[src/shared/sbo_pkg.sv]
// ==========================================================
// Constants, types and field layout for the burst-order and row-activation block.
// Assumes one 125 MHz clock shared with the memory controller logic.
//
// Operation
// - Mode bit burst_type_bit picks sequential (0) or interleaved (1) order for bursts.
// - Sequential bursts count up from start column, wrapping in block; full page wraps page.
// - Interleaved bursts use start low bits XOR a beat counter; full page unsupported.
// - Read at edge n with latency m gives valid first data by edge n+m.
// - Data outputs start driving from edge n+m-1 after a read at edge n.
// - Write burst mode bit set makes every write single-location; reads keep length.
// - Mode layout: length 2:0, type 3, latency 6:4, mode 8:7, write mode 9.
// - Fixed bursts stay inside an aligned block of burst-length columns, wrapping there.
`default_nettype none
package sbo_pkg;

   localparam int COL_W  = 9;
   localparam int ROW_W  = 12;
   localparam int BANK_W = 2;
   localparam int NBANK  = 4;
   localparam int DQ_W   = 16;
   localparam int MODE_W = 12;

   // Mode register layout
   localparam int MODE_LEN_LO  = 0;
   localparam int MODE_LEN_HI  = 2;
   localparam int MODE_TYPE    = 3;
   localparam int MODE_LAT_LO  = 4;
   localparam int MODE_LAT_HI  = 6;
   localparam int MODE_OP_LO   = 7;
   localparam int MODE_OP_HI   = 8;
   localparam int MODE_WBM     = 9;
   localparam logic [MODE_W-1:0] MODE_RESET = 12'h0_020;

   // Burst length codes
   localparam logic [2:0] BL_1    = 3'h0;
   localparam logic [2:0] BL_2    = 3'h1;
   localparam logic [2:0] BL_4    = 3'h2;
   localparam logic [2:0] BL_8    = 3'h3;
   localparam logic [2:0] BL_PAGE = 3'h7;

   // Read latency codes
   localparam logic [2:0] LAT_2 = 3'h2;
   localparam logic [2:0] LAT_3 = 3'h3;

   localparam logic [COL_W-1:0] COL_ZERO = 9'h000;
   localparam logic [COL_W-1:0] COL_ONE  = 9'h001;
   localparam logic [COL_W-1:0] MASK_1   = 9'h000;
   localparam logic [COL_W-1:0] MASK_2   = 9'h001;
   localparam logic [COL_W-1:0] MASK_4   = 9'h003;
   localparam logic [COL_W-1:0] MASK_8   = 9'h007;
   localparam logic [COL_W-1:0] MASK_PG  = 9'h1ff;

   typedef enum logic [2:0] {
      SBO_CMD_NOP,
      SBO_CMD_ACTIVE,
      SBO_CMD_READ,
      SBO_CMD_WRITE,
      SBO_CMD_PRECHARGE,
      SBO_CMD_STOP,
      SBO_CMD_MODE
   } sbo_cmd_t;

   typedef struct packed {
      logic [BANK_W-1:0] bank;
      logic [ROW_W-1:0]  row;
      logic [COL_W-1:0]  col;
      logic              write;
   } sbo_beat_t;

endpackage
`default_nettype wire

[src/shared/sbo_beat_if.sv]
// ==========================================================
// Valid/ready channel carrying one array access per beat.
// Assumes both ends run on the same clock.
`timescale 1ns/1ps
`default_nettype none
interface sbo_beat_if;
   import sbo_pkg::*;
   logic      valid;
   logic      ready;
   sbo_beat_t data;
   modport src (output valid, output data, input ready);
   modport dst (input valid, input data, output ready);
endinterface
`default_nettype wire

[src/verilog/sbo_buf2.sv]
// ==========================================================
// Two-entry buffer for beat accesses, registered storage, valid/ready on both sides.
// Assumes one clock and an active-low asynchronous reset.
`timescale 1ns/1ps
`default_nettype none
module sbo_buf2 (
   // Clock and reset
   input  wire logic clk,
   input  wire logic rstn,
   // Channels
   sbo_beat_if.dst   in_ch,
   sbo_beat_if.src   out_ch
);
   import sbo_pkg::*;

   typedef struct packed {
      sbo_beat_t [1:0] mem;
      logic            rd;
      logic            wr;
      logic [1:0]      count;
   } sbo_buf_state_t;

   sbo_buf_state_t state;
   sbo_buf_state_t next_state;
   logic           push;
   logic           pop;

   // Full and empty are honest: ready drops once both entries hold words
   assign in_ch.ready  = (state.count != 2'h2);
   assign out_ch.valid = (state.count != 2'h0);
   assign out_ch.data  = state.mem[state.rd];
   assign push = in_ch.valid && in_ch.ready;
   assign pop  = out_ch.valid && out_ch.ready;

   always_comb begin
      next_state = state;
      if (push) begin
         next_state.mem[state.wr] = in_ch.data;
         next_state.wr = ~state.wr;
      end
      if (pop) begin
         next_state.rd = ~state.rd;
      end
      if (push && !pop) begin
         next_state.count = state.count + 2'h1;
      end else if (pop && !push) begin
         next_state.count = state.count - 2'h1;
      end
   end

   always_ff @(posedge clk or negedge rstn) begin
      if (!rstn) begin
         state <= '0;
      end else begin
         state <= next_state;
      end
   end

endmodule
`default_nettype wire

[src/verilog/sbo_core.sv]
// ==========================================================
// Burst column sequencer, open-row tracking and read-data output timing.
// Assumes the controller shares this clock and keeps its own command spacing.
`timescale 1ns/1ps
`default_nettype none
module sbo_core (
   // Clock and reset
   input  wire logic                          clk,
   input  wire logic                          rstn,
   // Command from controller
   input  wire sbo_pkg::sbo_cmd_t             cmd,
   input  wire logic [sbo_pkg::BANK_W-1:0]    cmd_bank,
   input  wire logic [sbo_pkg::ROW_W-1:0]     cmd_addr,
   // Array access port
   output logic                               array_valid,
   input  wire logic                          array_ready,
   output logic [sbo_pkg::BANK_W-1:0]         array_bank,
   output logic [sbo_pkg::ROW_W-1:0]          array_row,
   output logic [sbo_pkg::COL_W-1:0]          array_col,
   output logic                               array_write,
   input  wire logic [sbo_pkg::DQ_W-1:0]      array_rdata,
   // Data pins
   output logic [sbo_pkg::DQ_W-1:0]           dq_out,
   output logic                               dq_oe_n,
   // Status
   output logic [sbo_pkg::MODE_W-1:0]         mode_value,
   output logic [sbo_pkg::NBANK-1:0]          bank_open,
   output logic                               burst_busy,
   output logic                               cmd_error
);
   import sbo_pkg::*;

   typedef enum logic {ST_IDLE, ST_BURST} sbo_st_t;

   typedef struct packed {
      sbo_st_t                      st;
      logic [MODE_W-1:0]            mode;
      logic [NBANK-1:0]             open;
      logic [NBANK-1:0][ROW_W-1:0]  row;
      logic [BANK_W-1:0]            bank;
      logic [COL_W-1:0]             start;
      logic [COL_W-1:0]             cnt;
      logic [COL_W-1:0]             mask;
      logic                         inter;
      logic                         write;
      logic                         pipe;
      logic [DQ_W-1:0]              pdata;
      logic [DQ_W-1:0]              dq;
      logic                         oe_n;
      logic                         err;
   } sbo_core_state_t;

   sbo_core_state_t state;
   sbo_core_state_t next_state;
   sbo_beat_if      gen_ch ();
   sbo_beat_if      arr_ch ();

   logic [NBANK-1:0] act_hit;
   logic [NBANK-1:0] pre_hit;
   logic             col_cmd;
   logic [COL_W-1:0] len_mask;
   logic [COL_W-1:0] beat_col;
   logic [COL_W-1:0] seed;
   logic [COL_W-1:0] off;
   logic [COL_W-1:0] cur_mask;
   logic             cur_inter;
   logic             lat2;
   logic             taken;
   logic             rd_taken;

   // Decoded mode fields
   assign lat2 = (state.mode[MODE_LAT_HI:MODE_LAT_LO] == LAT_2);

   // Per-bank open/close decode
   genvar gb;
   generate
      for (gb = 0; gb < NBANK; gb++) begin : g_bank
         assign act_hit[gb] = (cmd == SBO_CMD_ACTIVE) && (cmd_bank == BANK_W'(gb));
         assign pre_hit[gb] = (cmd == SBO_CMD_PRECHARGE) && (cmd_bank == BANK_W'(gb));
      end
   endgenerate

   // Length decode; reserved codes fall back to single access
   always_comb begin
      if (state.mode[MODE_LEN_HI:MODE_LEN_LO] == BL_2) begin
         len_mask = MASK_2;
      end else if (state.mode[MODE_LEN_HI:MODE_LEN_LO] == BL_4) begin
         len_mask = MASK_4;
      end else if (state.mode[MODE_LEN_HI:MODE_LEN_LO] == BL_8) begin
         len_mask = MASK_8;
      end else if (state.mode[MODE_LEN_HI:MODE_LEN_LO] == BL_PAGE) begin
         len_mask = MASK_PG;
      end else begin
         len_mask = MASK_1;
      end
   end

   // A column command only starts when its bank holds an open row
   assign col_cmd = ((cmd == SBO_CMD_READ) || (cmd == SBO_CMD_WRITE))
                    && state.open[cmd_bank];

   // Beat column: new command seeds counter at zero, else continue
   always_comb begin
      if (col_cmd) begin
         seed      = cmd_addr[COL_W-1:0];
         off       = COL_ZERO;
         cur_inter = state.mode[MODE_TYPE] && (len_mask != MASK_PG);
         if ((cmd == SBO_CMD_WRITE) && state.mode[MODE_WBM]) begin
            cur_mask = MASK_1;
         end else begin
            cur_mask = len_mask;
         end
      end else begin
         seed      = state.start;
         off       = state.cnt;
         cur_inter = state.inter;
         cur_mask  = state.mask;
      end
      if (cur_inter) begin
         beat_col = (seed & ~cur_mask) | ((seed ^ off) & cur_mask);
      end else begin
         beat_col = (seed & ~cur_mask) | ((seed + off) & cur_mask);
      end
   end

   // Generator feeds the buffer one beat per clock while it has room
   assign gen_ch.valid      = col_cmd || (state.st == ST_BURST);
   assign gen_ch.data.col   = beat_col;
   assign gen_ch.data.bank  = col_cmd ? cmd_bank : state.bank;
   assign gen_ch.data.row   = state.row[gen_ch.data.bank];
   assign gen_ch.data.write = col_cmd ? (cmd == SBO_CMD_WRITE) : state.write;
   assign taken             = gen_ch.valid && gen_ch.ready;

   sbo_buf2 u_buf (
      .clk    (clk),
      .rstn   (rstn),
      .in_ch  (gen_ch),
      .out_ch (arr_ch)
   );

   assign array_valid  = arr_ch.valid;
   assign arr_ch.ready = array_ready;
   assign array_bank   = arr_ch.data.bank;
   assign array_row    = arr_ch.data.row;
   assign array_col    = arr_ch.data.col;
   assign array_write  = arr_ch.data.write;
   assign rd_taken     = arr_ch.valid && array_ready && !arr_ch.data.write;

   always_comb begin
      next_state = state;
      next_state.err = 1'b0;
      if (cmd == SBO_CMD_MODE) begin
         next_state.mode = cmd_addr[MODE_W-1:0];
      end
      for (int b = 0; b < NBANK; b++) begin
         if (act_hit[b]) begin
            next_state.open[b] = 1'b1;
            next_state.row[b]  = cmd_addr;
         end else if (pre_hit[b]) begin
            next_state.open[b] = 1'b0;
         end
      end
      if (((cmd == SBO_CMD_READ) || (cmd == SBO_CMD_WRITE)) && !col_cmd) begin
         next_state.err = 1'b1;
      end
      // Counter steps only when the beat is taken, so a stall loses no column
      case (state.st)
         ST_IDLE: begin
            if (col_cmd && taken) begin
               next_state.start = cmd_addr[COL_W-1:0];
               next_state.bank  = cmd_bank;
               next_state.write = (cmd == SBO_CMD_WRITE);
               next_state.inter = cur_inter;
               next_state.mask  = cur_mask;
               next_state.cnt   = COL_ONE;
               next_state.st    = (cur_mask == MASK_1) ? ST_IDLE : ST_BURST;
            end
         end
         ST_BURST: begin
            if (col_cmd) begin
               if (taken) begin
                  next_state.start = cmd_addr[COL_W-1:0];
                  next_state.bank  = cmd_bank;
                  next_state.write = (cmd == SBO_CMD_WRITE);
                  next_state.inter = cur_inter;
                  next_state.mask  = cur_mask;
                  next_state.cnt   = COL_ONE;
                  next_state.st    = (cur_mask == MASK_1) ? ST_IDLE : ST_BURST;
               end
            end else if ((cmd == SBO_CMD_STOP) || (pre_hit[state.bank])) begin
               next_state.st = ST_IDLE;
            end else if (taken) begin
               next_state.cnt = state.cnt + COL_ONE;
               // Full page never ends by itself; it wraps until stopped
               if ((state.cnt == state.mask) && (state.mask != MASK_PG)) begin
                  next_state.st = ST_IDLE;
               end
            end
         end
         default: begin
            next_state.st = ST_IDLE;
         end
      endcase
      // Output timing: array answers in the cycle it takes the beat
      next_state.pipe  = rd_taken && !lat2;
      next_state.pdata = array_rdata;
      if (lat2) begin
         next_state.dq   = array_rdata;
         next_state.oe_n = !rd_taken;
      end else begin
         next_state.dq   = state.pdata;
         next_state.oe_n = !state.pipe;
      end
   end

   always_ff @(posedge clk or negedge rstn) begin
      if (!rstn) begin
         state      <= '0;
         state.mode <= MODE_RESET;
         state.oe_n <= 1'b1;
      end else begin
         state <= next_state;
      end
   end

   assign dq_out     = state.dq;
   assign dq_oe_n    = state.oe_n;
   assign mode_value = state.mode;
   assign bank_open  = state.open;
   assign burst_busy = (state.st == ST_BURST);
   assign cmd_error  = state.err;

endmodule
`default_nettype wire

[config.mk]
export PLATFORM = sky130hd
export DESIGN_NAME = sbo_core
export DESIGN_NICKNAME = d
export VERILOG_FILES = /design/src/shared/sbo_pkg.sv /design/src/shared/sbo_beat_if.sv /design/src/verilog/sbo_buf2.sv /design/src/verilog/sbo_core.sv
export SDC_FILE = /design/constraint.sdc
export NUM_CORES = 1
export LEC_CHECK = 0
export ABC_AREA = 0
export BUFFER_PORTS_ARGS = -buffer_cell sky130_fd_sc_hd__buf_2
export CAP_MARGIN = 20
export CORE_UTILIZATION = 53
export CTS_BUF_LIST = sky130_fd_sc_hd__clkbuf_16
export CTS_CLUSTER_DIAMETER = 60
export DETAILED_ROUTE_END_ITERATION = 7
export GPL_TIMING_DRIVEN = 0
export MAX_ROUTING_LAYER = met4
export PLACE_DENSITY = 0.83
export SLEW_MARGIN = 20
export SYNTH_ARGS = -nofsm -noshare
export SYNTH_HDL_FRONTEND = slang
export SYNTH_SLANG_ARGS = --single-unit
export TNS_END_PERCENT = 1
[constraint.sdc]
create_clock -name clk -period 3.9 [get_ports clk]
set_clock_uncertainty 0.05 [all_clocks]
set_input_delay 0.78 -clock clk [delete_from_list [all_inputs] [get_ports clk]]
set_output_delay 0.78 -clock clk [all_outputs]
set_load 0.05 [all_outputs]
==> impl_metrics.yaml <==
worst_setup_path:
  path_max_fanout: 10
  critical_path_class: "in -> reg"
  critical_path_required_ps: 4140
  end_kind: "register"
  arrival_ps: 3980
  start_kind: "primary input"
  r2r_slack_ps: 300
  timing.rr.start: "bank_open[1]"
  r2r_cells: 17
  reg2reg_to: "u_buf.state[35]"
yosys:
  synth_edf_count: 0
  synthDistinctLibCells: 59
  async_flop_share_pct: 100.0
  syn_avg_cell_area_sq_um: 11.27
  synth_ff_type: "dfrtp_1"
  syn_area_sq_mm: 0.008922
  synth_top_area_share_pct: 50.76
  yosysSeqAreaShare_pct: 51.35
  syn-num-nets: 839
  syn_inst: 792
  synth_top_area_cell: "dfrtp_1"
  ys_top_cells_by_area: "dfrtp_1 51%, mux2_2 15%, nand2_1 6.6%, buf_4 2.9%, mux4_2 2.3%"
  yosys_warnings: 0
  synth-seq-cells: 183
power_and_ir_drop:
  cellPowerDensity_mw_per_mm2: 723.4
  leakage_nw: 5.019
  finalPower_mw: 7.542
  ir_drop_mv: 0.5158
status:
  outcome: "complete, no violations"
floorplanning:
  pin_count: 96
  initial_utilization_pct: 53.99
  core_sq_mm: 0.01652
  die_width_microns: 131.7
  die_h_microns: 131.7
  core.rowCount: 47
  dieArea_sq_mm: 0.01736
finish:
  diodes: 0
  layout_common_cells: "181 x dfrtp_1, 155 x nand2_1, 115 x mux2_2"
  area_growth_pct: 16.86
  multi_input_area_sq_mm: 0.003984
  fill_cells: 1224
  drive_gt1_share_pct: 34.13
  final_common_cell: "dfrtp_1"
  final_core_util_pct: 63.10
  nets: 957
  seqCellArea_sq_mm: 0.004582
clock_tree:
  cts_tree: "yes"
  cts-root-buf: "clkbuf_16"
  cts.sinks: 183
  path_clk_slew_ps: 70
  hold_buffers: 0
  clockBufferDepth: 2
  htreeDepth: 4
  insertion_delay_ps: 430
  numCtsBuffers: 17
global_routing:
  track_usage_pct: 25.89
  gr-total-overflow: 0
  grt_pass1_wl_microns: 33890
  grt_start_max_net_pins: 99
  grt_pass1_vias: 6410
  antenna_found_initial: 0
route:
  vias: 6504
  firstDrtPassIters: 5
  antenna_left: 0
  wire_per_inst_microns: 18.16
  viasPerCell: 5.690
  drc: 0
  wirelength_microns: 20750
  first_iter_violations: 544
sta:
  tightest_slew_ps: 731.1
  tns_ps: 0
  hold_viol: 0
  layout_min_cycle_time_ps: 3742
  setup_viol: 0
  fmax_mhz: 267.2
  drv_slew: 0
  relSlewSlack_pct: 51.26
  finalCritPeriodShare_pct: 95.95
worst_hold_path:
  hold_class: "in -> async"
job:
  drv_cap: 0
placement:
  gp_congestion: 0.9366
  place_hpwl_microns: 14300
  io_buffers: 93
## stage by stage
step	worst slack (ps)	hold slack (ps)	cells	instance area [sq um]
6_report	157.8	273.9	1143	10430
5_1_grt	-9.516	333.8	1143	10430
4_1_cts	10.82	311.6	1138	10350
3_5_place_dp	-803.9	331.1	1106	9758
3_3_place_gp	-845.2	320.0	1105	9721
2_1_floorplan	10.75	313.8	792	8980
## sequential cells by signal (all words and copies together), names as in the netlist
signal       flops
bank_open        4
mode_value      12
burst_busy       1
dq_oe_n          1
dq_out          16
u_buf.state     52
state           96
cmd_error        1
## critical path: stages
cell	delay, ps
buf_2	160
mux2i_4	300
o22a_1	170
buf_6	150
buf_6	160
buf_6	170
clkbuf_8	180
nand2_1	50
nand2_1	60
ha_1	190
inv_1	80
fa_2	370
nor2b_2	180
o31a_1	150
o21ai_0	120
a21o_1	240
a221oi_4	350
o21ai_0	120
## logic make-up after synthesis
kind of cell	after synthesis	synth area share (%)
AND/OR/NAND/NOR	250	12.17
flip-flops	183	51.35
multiplexers	139	19.34
AO/OA/AOI/OAI	105	7.881
buffers and inverters	78	5.062
XOR/XNOR	25	2.454
adder cells (fa/ha/maj)	12	1.739
## area by class of cell
type                            count  area share [%]
Tap cell                          220           2.640
Buffer                             69           4.272
Clock inverter                     15           1.344
Inverter                            9          0.3240
Clock buffer                       17           4.080
Timing Repair Buffer               99           5.184
Sequential cell                   183           43.95
Multi-Input combinational cell    531           38.21
## Yosys cell counts (all sizes together) (3+ instances only)
library cell	instances
ha	10
o31ai	5
xnor2	5
or2	3
nor2	31
a21o	12
o21a	4
clkbuf	20
a211oi	3
a31oi	5
inv	9
nor4	5
xor2	20
mux2i	11
o21ai	33
mux4	13
o2111ai	4
dfrtp	181
mux2	115
buf	49
nand3	15
and2	7
nand2b	6
nor3	7
nand2	156
o211ai	10
nor2b	8
or3	3
a21oi	14
## repair_timing
item | in CTS | in global routing
gates resized for setup | 8 | 6
buffers inserted | 0 | 5
endpoints found under the hold margin | 0 | 0
cloned | 0 | 0
endpoints found under the setup margin | 8 | 8
pin swaps | 0 | 6
## how the worst max path moves through the flow
| stage | from | to | slack, ps |
|---|---|---|---|
| 2_1_floorplan | cmd[1] | u_buf.state[36] | 10 |
| 3_3_place_gp | rstn | state[41] | -850 |
| 3_5_place_dp | cmd_bank[1] | u_buf.state[35] | -800 |
| 4_1_cts | cmd_bank[0] | u_buf.state[35] | 10 |
| 5_1_grt | cmd_bank[0] | u_buf.state[35] | -10 |
| 6_report | cmd_bank[0] | u_buf.state[35] | 160 |
## routing by layer
| metal | wire (microns) | GRT usage (%) | share of wire, % |
|---|---|---|---|
| met5 | 0 | - | 0 |
| met4 | 476 | 9.044 | 2.3 |
| met2 | 9663 | 39.51 | 47 |
| met3 | 1287 | 4.883 | 6.2 |
| met1 | 9327 | 34.81 | 45 |
## power breakdown
group          internal [mW]  switching (mW)
registers               2.41           0.339
logic                   1.16            1.97
clock network          0.934           0.728
No activity file was read; power rests on OpenSTA's default activity.
